## src/rtl/mqr_pkg.sv

```systemverilog
/*
  Package for the multi-queue read-select block: field positions, widths,
  reset values, cycle counts and carrier structs.
  Assumes every user passes names as mqr_pkg::name, nothing imported.
*/
// Summary of operation
// - Partial reset clears only selected queue pointers
// - Word read when read and output enables low
// - Address latched on edge with select strobe
// - Flags and poll sync follow read clock
// - Six-bit address, low two bits pick queue
// - Address bit two selects the null queue
// - Upper three bits must match device id
// - Selection edge may still output old queue
// - First edge after select outputs old queue
// - Second edge after select presents new queue
// - Flag strobe latches device bits five-three
// - Almost-empty flag low for selected queue
// - Program-done low means device ready
package mqr_pkg;

  // ---------------------------------------------------------------
  // Address fields
  // ---------------------------------------------------------------
  localparam int ADDR_W = 6;
  localparam int QSEL_LSB = 0;
  localparam int QSEL_W = 2;
  localparam int NULLQ_BIT = 2;
  localparam int DEV_LSB = 3;
  localparam int DEV_W = 3;
  localparam int NUM_QUEUES = 4;
  localparam int DATA_W = 18;
  localparam int DEPTH = 16;

  // ---------------------------------------------------------------
  // Reset values and counts
  // ---------------------------------------------------------------
  localparam logic [QSEL_W-1:0] RST_QSEL = 2'h0;
  localparam logic [DEV_W-1:0] RST_DEV = 3'h0;
  localparam logic [DATA_W-1:0] RST_DATA = 18'h00000;
  localparam int PRS_SETUP_CYC = 2;
  localparam int PTR_W = $clog2(DEPTH);
  localparam logic [PTR_W:0] ALMOST_EMPTY_LVL = 5'h02;

  // Decoded read address
  typedef struct packed {
    logic [DEV_W-1:0] dev;
    logic null_q;
    logic [QSEL_W-1:0] queue;
  } mqr_addr_type;

  // One word on the output bus
  typedef struct packed {
    logic valid;
    logic [DATA_W-1:0] data;
  } mqr_word_type;

endpackage

```

## src/rtl/mqr_fifo.sv

```systemverilog
/*
  Single synchronous queue with valid/ready on both sides and a pointer
  clear. Assumes one clock; clear is a one-cycle pulse.
*/
`timescale 1ns/100ps
module mqr_fifo #(
  parameter int WIDTH = 18,
  parameter int DEPTH = 16
) (
  // Clock, reset, enable
  input wire logic i_clk,
  input wire logic i_rst_n,
  input wire logic i_ce,
  input wire logic i_clear,
  // Fill side
  input wire logic i_in_valid,
  output logic o_in_ready,
  input wire logic [WIDTH-1:0] i_in_data,
  // Drain side
  output logic o_out_valid,
  input wire logic i_out_ready,
  output logic [WIDTH-1:0] o_out_data,
  // Level
  output logic [$clog2(DEPTH):0] o_count
);
  localparam int AW = $clog2(DEPTH);

  logic [WIDTH-1:0] mem [DEPTH];
  logic [AW:0] wr_ptr_reg;
  logic [AW:0] rd_ptr_reg;
  logic full;
  logic empty;
  logic push;
  logic pop;

  // Extra pointer bit separates full from empty
  assign empty = (wr_ptr_reg == rd_ptr_reg);
  assign full = (wr_ptr_reg[AW] != rd_ptr_reg[AW]) && (wr_ptr_reg[AW-1:0] == rd_ptr_reg[AW-1:0]);
  assign o_in_ready = !full;
  assign o_out_valid = !empty;
  assign push = i_in_valid && !full;
  assign pop = i_out_ready && !empty;
  assign o_out_data = mem[rd_ptr_reg[AW-1:0]];
  assign o_count = wr_ptr_reg - rd_ptr_reg;

  // Storage, no reset needed on data
  always_ff @(posedge i_clk) begin
    if (i_ce && push) begin
      mem[wr_ptr_reg[AW-1:0]] <= i_in_data;
    end
  end

  // Pointers; clear returns both to the first location
  always_ff @(posedge i_clk or negedge i_rst_n) begin
    if (!i_rst_n) begin
      wr_ptr_reg <= '0;
      rd_ptr_reg <= '0;
    end else if (i_ce) begin
      if (i_clear) begin
        wr_ptr_reg <= '0;
        rd_ptr_reg <= '0;
      end else begin
        if (push) begin
          wr_ptr_reg <= wr_ptr_reg + 1'b1;
        end
        if (pop) begin
          rd_ptr_reg <= rd_ptr_reg + 1'b1;
        end
      end
    end
  end
endmodule

```

## src/rtl/mqr_top.sv

```systemverilog
/*
  Read-port side of a four-queue flow-control buffer: queue selection,
  null queue, device match, two-stage fall-through output, flag device
  selection and single-queue partial reset. Write side is a simple
  per-queue fill port. Assumes all inputs synchronous to i_sys_clk,
  which stands for both read and write clock.
*/
`timescale 1ns/100ps
module mqr_top #(
  parameter int DATA_W = mqr_pkg::DATA_W,
  parameter int DEPTH = mqr_pkg::DEPTH,
  parameter int NQ = mqr_pkg::NUM_QUEUES,
  parameter logic [2:0] DEVICE_ID = 3'h0 // Arbitrary identity value
) (
  // Clock, reset, enable
  input wire logic i_sys_clk,
  input wire logic i_rst_n,
  input wire logic i_ce,
  // Write fill port
  input wire logic i_wr_valid,
  input wire logic [1:0] i_wr_queue,
  input wire logic [DATA_W-1:0] i_wr_data,
  output logic o_wr_ready,
  // Read control
  input wire logic [mqr_pkg::ADDR_W-1:0] i_read_select_address,
  input wire logic i_read_queue_select_strobe,
  input wire logic i_flag_device_strobe,
  input wire logic i_read_enable_n,
  input wire logic i_output_enable_n,
  input wire logic i_partial_queue_reset_n,
  input wire logic i_program_done_in_n,
  input wire logic i_strobed_flag_mode,
  input wire logic i_expansion_token_in,
  // Read outputs
  output logic [DATA_W-1:0] o_data,
  output logic o_data_oe_n,
  output logic o_output_valid_flag_n,
  output logic o_almost_empty_flag_n,
  output logic [NQ-1:0] o_almost_empty_flag_bus,
  output logic o_almost_empty_bus_oe_n,
  output logic o_flag_poll_sync,
  output logic o_expansion_token_out,
  output logic o_program_done_out_n
);

  // ---------------------------------------------------------------
  // Reset release
  // ---------------------------------------------------------------
  logic [1:0] rst_sync_reg;
  logic rst_n;

  // Two-stage release keeps deassertion clean
  always_ff @(posedge i_sys_clk or negedge i_rst_n) begin
    if (!i_rst_n) begin
      rst_sync_reg <= 2'h0;
    end else begin
      rst_sync_reg <= {rst_sync_reg[0], 1'b1};
    end
  end
  assign rst_n = rst_sync_reg[1];

  // Address decode shared by both strobe paths
  function automatic mqr_pkg::mqr_addr_type decode_addr(
    input logic [mqr_pkg::ADDR_W-1:0] a
  );
    decode_addr = a;
  endfunction

  mqr_pkg::mqr_addr_type addr;
  logic dev_match;
  logic ready;
  assign addr = decode_addr(i_read_select_address);
  assign dev_match = (addr.dev == DEVICE_ID);
  assign ready = !i_program_done_in_n;

  // ---------------------------------------------------------------
  // Queue selection
  // ---------------------------------------------------------------
  logic [1:0] cur_q_reg;
  logic cur_null_reg;
  logic cur_sel_reg;
  logic [1:0] pend_stage_reg;
  logic sel_edge;

  // Strobe selects only while ready; collision with flag strobe is the host's to avoid
  assign sel_edge = i_read_queue_select_strobe && ready;

  always_ff @(posedge i_sys_clk or negedge rst_n) begin
    if (!rst_n) begin
      cur_q_reg <= mqr_pkg::RST_QSEL;
      cur_null_reg <= 1'b1;
      cur_sel_reg <= 1'b0;
    end else if (i_ce && sel_edge) begin
      cur_q_reg <= addr.queue;
      cur_null_reg <= addr.null_q;
      cur_sel_reg <= dev_match;
    end
  end

  // Switch delay: old queue for one more edge, new queue on the second
  always_ff @(posedge i_sys_clk or negedge rst_n) begin
    if (!rst_n) begin
      pend_stage_reg <= 2'h0;
    end else if (i_ce) begin
      pend_stage_reg <= {pend_stage_reg[0], sel_edge};
    end
  end

  // Output queue follows selection one edge late
  logic [1:0] out_q_reg;
  logic out_active_reg;
  always_ff @(posedge i_sys_clk or negedge rst_n) begin
    if (!rst_n) begin
      out_q_reg <= mqr_pkg::RST_QSEL;
      out_active_reg <= 1'b0;
    end else if (i_ce && pend_stage_reg[0]) begin
      out_q_reg <= cur_q_reg;
      out_active_reg <= cur_sel_reg && !cur_null_reg;
    end
  end

  // ---------------------------------------------------------------
  // Queue storage
  // ---------------------------------------------------------------
  logic [NQ-1:0] q_in_ready;
  logic [NQ-1:0] q_out_valid;
  logic [NQ-1:0] q_pop;
  logic [NQ-1:0] q_clear;
  logic [NQ-1:0] q_ae;
  logic [DATA_W-1:0] q_data [NQ];
  logic [$clog2(DEPTH):0] q_count [NQ];
  logic [1:0] prs_q_reg [mqr_pkg::PRS_SETUP_CYC];
  logic load;

  // Partial reset acts on the queue held selected for two edges; the first
  // stage takes the selection as it lands so a pulse two edges later hits it
  always_ff @(posedge i_sys_clk or negedge rst_n) begin
    if (!rst_n) begin
      prs_q_reg[0] <= mqr_pkg::RST_QSEL;
      prs_q_reg[1] <= mqr_pkg::RST_QSEL;
    end else if (i_ce) begin
      prs_q_reg[0] <= sel_edge ? addr.queue : cur_q_reg;
      prs_q_reg[1] <= prs_q_reg[0];
    end
  end

  genvar g;
  generate
    for (g = 0; g < NQ; g++) begin : gen_q
      assign q_clear[g] = !i_partial_queue_reset_n && (prs_q_reg[1] == 2'(g));
      assign q_pop[g] = load && (out_q_reg == 2'(g));
      assign q_ae[g] = q_count[g] <= mqr_pkg::ALMOST_EMPTY_LVL;
      mqr_fifo #(
        .WIDTH(DATA_W),
        .DEPTH(DEPTH)
      ) u_fifo (
        .i_clk(i_sys_clk),
        .i_rst_n(rst_n),
        .i_ce(i_ce),
        .i_clear(q_clear[g]),
        .i_in_valid(i_wr_valid && ready && (i_wr_queue == 2'(g))),
        .o_in_ready(q_in_ready[g]),
        .i_in_data(i_wr_data),
        .o_out_valid(q_out_valid[g]),
        .i_out_ready(q_pop[g]),
        .o_out_data(q_data[g]),
        .o_count(q_count[g])
      );
    end
  endgenerate
  assign o_wr_ready = q_in_ready[i_wr_queue] && ready;

  // ---------------------------------------------------------------
  // Fall-through output stage
  // ---------------------------------------------------------------
  mqr_pkg::mqr_word_type out_reg;

  // Load when empty, on a read, or on the switch edge regardless of enable
  assign load = out_active_reg && q_out_valid[out_q_reg] &&
    (!out_reg.valid || (!i_read_enable_n && !i_output_enable_n) ||
     pend_stage_reg[1]);

  always_ff @(posedge i_sys_clk or negedge rst_n) begin
    if (!rst_n) begin
      out_reg <= '0;
    end else if (i_ce) begin
      if (load) begin
        out_reg <= {1'b1, q_data[out_q_reg]};
      end else if ((!i_read_enable_n && !i_output_enable_n) || pend_stage_reg[1] ||
                   (pend_stage_reg[0] && !(cur_sel_reg && !cur_null_reg))) begin
        out_reg.valid <= 1'b0;
      end
    end
  end
  assign o_data = out_reg.data;
  assign o_data_oe_n = i_output_enable_n || !out_active_reg;
  assign o_output_valid_flag_n = !out_reg.valid;

  // ---------------------------------------------------------------
  // Flags
  // ---------------------------------------------------------------
  logic [2:0] flag_dev_reg;
  logic [1:0] poll_q_reg;
  logic ae_reg;
  logic [NQ-1:0] ae_bus_reg;
  logic bus_oe_n_reg;
  logic sync_reg;
  logic token_reg;

  // Flag device capture; low address bits are don't care
  always_ff @(posedge i_sys_clk or negedge rst_n) begin
    if (!rst_n) begin
      flag_dev_reg <= mqr_pkg::RST_DEV;
    end else if (i_ce && i_flag_device_strobe && i_strobed_flag_mode) begin
      flag_dev_reg <= addr.dev;
    end
  end

  // All flags registered on the read clock
  always_ff @(posedge i_sys_clk or negedge rst_n) begin
    if (!rst_n) begin
      ae_reg <= 1'b1;
      ae_bus_reg <= '1;
      bus_oe_n_reg <= 1'b1;
      poll_q_reg <= 2'h0;
      sync_reg <= 1'b0;
      token_reg <= 1'b0;
    end else if (i_ce) begin
      ae_reg <= !(out_active_reg && q_ae[out_q_reg]);
      token_reg <= i_expansion_token_in;
      if (i_strobed_flag_mode) begin
        ae_bus_reg <= ~q_ae;
        bus_oe_n_reg <= (flag_dev_reg != DEVICE_ID);
        sync_reg <= 1'b0;
      end else begin
        poll_q_reg <= poll_q_reg + 2'h1;
        ae_bus_reg <= ~q_ae;
        bus_oe_n_reg <= 1'b0;
        sync_reg <= (poll_q_reg == 2'h0);
      end
    end
  end
  assign o_almost_empty_flag_n = ae_reg;
  assign o_almost_empty_flag_bus = ae_bus_reg;
  assign o_almost_empty_bus_oe_n = bus_oe_n_reg;
  assign o_flag_poll_sync = sync_reg;
  assign o_expansion_token_out = token_reg;
  assign o_program_done_out_n = i_program_done_in_n;
endmodule

```

## config.mk

```make
export PLATFORM = sky130hd
export DESIGN_NAME = mqr_top
export DESIGN_NICKNAME = d
export VERILOG_FILES = /design/src/rtl/mqr_pkg.sv /design/src/rtl/mqr_fifo.sv /design/src/rtl/mqr_top.sv
export SDC_FILE = /design/constraint.sdc
export NUM_CORES = 1
export LEC_CHECK = 0
export ABC_CLOCK_PERIOD_IN_PS = 2800
export BUFFER_PORTS_ARGS = -buffer_cell sky130_fd_sc_hd__buf_2
export CAP_MARGIN = 40
export CORE_MARGIN = 4
export CORE_UTILIZATION = 55
export CTS_BUF_LIST = sky130_fd_sc_hd__clkbuf_4
export CTS_CLUSTER_SIZE = 24
export DETAILED_ROUTE_END_ITERATION = 7
export PLACE_DENSITY = 0.71
export SLEW_MARGIN = 20
export SYNTH_ARGS = -nofsm -noshare
export SYNTH_HDL_FRONTEND = slang
export SYNTH_SLANG_ARGS = --single-unit
```

## constraint.sdc

```tcl
create_clock -name i_sys_clk -period 2.8 [get_ports i_sys_clk]
set_input_delay 0.56 -clock i_sys_clk [delete_from_list [all_inputs] [get_ports i_sys_clk]]
set_output_delay 0.56 -clock i_sys_clk [all_outputs]
set_load 0.05 [all_outputs]
```

==> flow_metrics.env <==
export IMPL_worstSkewPairLatency_ns=1.18
export IMPL_synth_top_family_by_area="multiplexers"
export IMPL_worst_pin_slew_ns=0.880
export IMPL_drc=0
export IMPL_ys_dominant_reg_cell="edfxtp_1"
export IMPL_dpl_cell_area_um2=53500
export IMPL_wire_per_inst_um=27.8
export IMPL_synth_yosys_seq_area_share_pct=74.8
export IMPL_hpwl_mm=78.2
export IMPL_avgViaCountPerCell=6.15
export IMPL_vias=27400
export IMPL_syn_avg_cell_area_um2=19.4
export IMPL_yosysMostFrequentCell="edfxtp_1"
export IMPL_r2r_slack_ns=0.03
export IMPL_grt_pass1_vias=28300
export IMPL_intPower_mw=31.4
export IMPL_synthAdderAreaFrac_pct=1.10
export IMPL_rsz0062_at_grt="true"
export IMPL_cpPeakStageDelay_ns=0.36
export IMPL_track_usage_pct=26.9
export IMPL_p_sw_share_pct=27.1
export IMPL_synthMuxAreaShare_pct=14.4
export IMPL_cts_tree="done"
export IMPL_path_class="reg2out"
export IMPL_power_mw=43.1
export IMPL_cp_max_fo=3
export IMPL_yosys_top_cells_area="edfxtp_1 (70%), mux4_2 (11%), dfrtp_1 (4.1%)"
export IMPL_grt_pass1_wl_mm=185
export IMPL_synth_fp_nets=2613
export IMPL_grt_overflow=0
export IMPL_p_per_area_nw_per_um2=743
export IMPL_fin_area_um2=58100
export IMPL_io_pins=68
export IMPL_crit_arrival_ns=2.71
export IMPL_setup_viol=1
export IMPL_yosysTopAreaCell="edfxtp_1"
export IMPL_async_reset_ff_share_pct=7.02
export IMPL_synth_edff_count=1152
export IMPL_grt_max_degree=65
export IMPL_portBuffers=67
export IMPL_synth_xor_area_share_pct=0.792
export IMPL_cp_slowest_cell="dfrtp_1"
export IMPL_comb_power_share_pct=16.8
export IMPL_clk_pin_slew_ns=0.07
export IMPL_drive_gt1_share_pct=35.8
export IMPL_yosysWarnings=0
export IMPL_slew_violations=0
export IMPL_finClkSkew_ns=0.0994
export IMPL_synthCells=2534
export IMPL_peakVddDrop_v=0.000448
export IMPL_n_fill_cell=5857
export IMPL_fin_ws_ns=-0.470
export IMPL_switching_power_mw=11.7
export IMPL_initial_core_util_pct=55.5
export IMPL_netlist_top_cells_count="edfxtp_1 (1152), mux4_2 (230), mux2i_1 (172), nor2_1 (127), nand2_1 (101)"
export IMPL_first_iter_violations=3662
export IMPL_holdPathEnd="gen_q[3].u_fifo.mem[2][8]"
export IMPL_r2r_cells=9
export IMPL_syn_area_um2=49100
export IMPL_crit_chain="inv_2 -> ha_1 -> and4_4 -> nand3_1 -> nand3_2 -> a21oi_2 -> buf_6"
export IMPL_rr_startpoint="gen_q[2].u_fifo.rd_ptr_reg[1]"
export IMPL_fmax_mhz=306
export IMPL_die_y_um=307
export IMPL_layout_worst_path_cycle_share_pct=117
export IMPL_p_leak_nw=19.3
export IMPL_area_growth_pct=18.1
export IMPL_rows=109
export IMPL_reg2reg_to="gen_q[2].u_fifo.mem[11][1]"
export IMPL_register_area_um2=36800
export IMPL_largest_reg_flops=1152
export IMPL_cp_end_kind="primary output"
export IMPL_yosysUniqueCellTypes=61
export IMPL_min_period_ns=3.27
export IMPL_antenna_found_initial=2
export IMPL_cap_violations=0
export IMPL_die_w_um=307
export IMPL_ant_nets=0
export IMPL_status="finished, violations left"
export IMPL_synth_compound_area_share_pct=3.66
export IMPL_cts_htree_levels=5
export IMPL_cts_sinks=1239
export IMPL_hold_viol=0
export IMPL_clock_path_buffers=4
export IMPL_slew_headroom_pct=41.3
export IMPL_holdPathStages=2
export IMPL_cts_root_buf="clkbuf_4"
export IMPL_cp_required_ns=2.24
export IMPL_power_frac_clock_pct=34.5
export IMPL_coreArea_um2=88500
export IMPL_yosys_area_share_simple_pct=3.57
export IMPL_cts_buffers=319
export IMPL_hp_start="i_wr_data[8]"
export IMPL_start_kind="flop"
export IMPL_firstDrtPassIters=6
export IMPL_violations="negative setup slack"
export IMPL_multi_input_area_um2=12100
export IMPL_place_ws_ns=-0.0917
export IMPL_die_area_um2=94200
export IMPL_finalNetCount=3178
export IMPL_synth_top_area_share_pct=70.4
export IMPL_fin_util_pct=65.6
export IMPL_hold_class="in2reg"
export IMPL_seqPwrFrac_pct=48.7
export IMPL_ys_ff_latch=1239
export IMPL_gp_congestion=0.896
export IMPL_totalWireLength_mm=124
## logic make-up after synthesis
logic type | count (synthesis)
other | 1
adder cells (fa/ha/maj) | 41
flip-flops | 1239
AO/OA/AOI/OAI | 252
XOR/XNOR | 41
buffers and inverters | 165
AND/OR/NAND/NOR | 376
multiplexers | 419
## area by class of cell
type	count	area share, %
Antenna cell	2	0.00862
Clock buffer	451	5.83
Clock inverter	63	0.757
Inverter	36	0.297
Multi-Input combinational cell	1130	20.9
Sequential cell	1239	63.4
Tap cell	1165	2.51
Timing Repair Buffer	373	6.27
## layout by cell type (no fill, tap or decap), types with 10 or more instances in the layout
cell type	netlist	layout
mux2_2	17	17
edfxtp_1	1152	1152
nand2b_1	13	13
a21oi_1	44	43
nand2_1	101	97
nor2b_1	13	13
mux4_2	230	230
xnor2_1	16	16
ha_1	37	27
buf_2	42	66
clkinv_1	1	48
nor2_2	0	13
o21ai_0	46	45
nand3_1	29	26
nor2_1	127	97
nor2_4	1	18
nor3_1	23	10
a221oi_1	15	12
clkbuf_4	0	451
dlygate4sd3_1	0	42
dfrtp_1	80	71
o22ai_1	19	19
ha_4	0	10
inv_1	31	26
nand4_1	11	11
a22oi_1	71	70
mux2i_1	172	172
buf_12	0	68
nor3_4	0	12
xor2_1	21	21
buf_4	31	189
and2_2	0	14
## worst max-delay path, delay by kind of cell (launching register included)
kind	cells	cell delay (ns)
AOI/OAI and AO/OA	1	0.20
and+or+nand+nor	3	0.47
DFF	1	0.36
buffers and inverters	2	0.23
adders and majority gates	1	0.34
## worst max-delay path by stage
stage | start | endpoint | cells after the start
floorplan | gen_q[3].u_fifo.rd_ptr_reg[1] | gen_q[3].u_fifo.mem[2][0] | 8
global placement | gen_q[2].u_fifo.rd_ptr_reg[1] | o_data[11] | 8
detailed placement | gen_q[2].u_fifo.rd_ptr_reg[1] | o_data[11] | 8
CTS | gen_q[2].u_fifo.rd_ptr_reg[1] | o_wr_ready | 8
global route | gen_q[2].u_fifo.rd_ptr_reg[1] | o_wr_ready | 8
finish | gen_q[3].u_fifo.rd_ptr_reg[3] | o_wr_ready | 7
## power by group through the flow
stage / combinational [mW] / sequential (mW) / clock [mW]
floorplan: 4.23 / 21.3 / 0
global placement: 6.80 / 21.4 / 0
detailed placement: 6.90 / 21.4 / 0
CTS: 7.11 / 21.0 / 15.2
global route: 7.62 / 21.0 / 16.3
finish: 7.24 / 21.0 / 14.9
## per-stage QoR
step | hold slack [ns] | cells | setup TNS [ns]
2_1_floorplan | 0.264 | 2534 | -7.80
3_3_place_gp | 0.343 | 3886 | -0.0742
3_5_place_dp | 0.337 | 3886 | -0.0965
4_1_cts | 0.00434 | 4452 | -0.599
5_1_grt | 0.0425 | 4458 | -0.840
6_report | 0.142 | 4459 | -0.470
## per-layer routing
layer,global-route usage (%),up-vias,wire (um)
met4,10.2,0,3880
met2,41.0,1556,58000
li1,-,11600,-
met5,0,-,0
met1,38.3,14100,48600
met3,6.94,204,13600
## timing repair
action	4_1_cts	5_1_grt
hold buffers	41	1
pin swaps	3	1
hold endpoints to repair	444	49
resized for setup	19	20
cloned	0	0
setup endpoints to repair	3	12
buffers inserted	11	3
(Power assumes the default switching activity.)
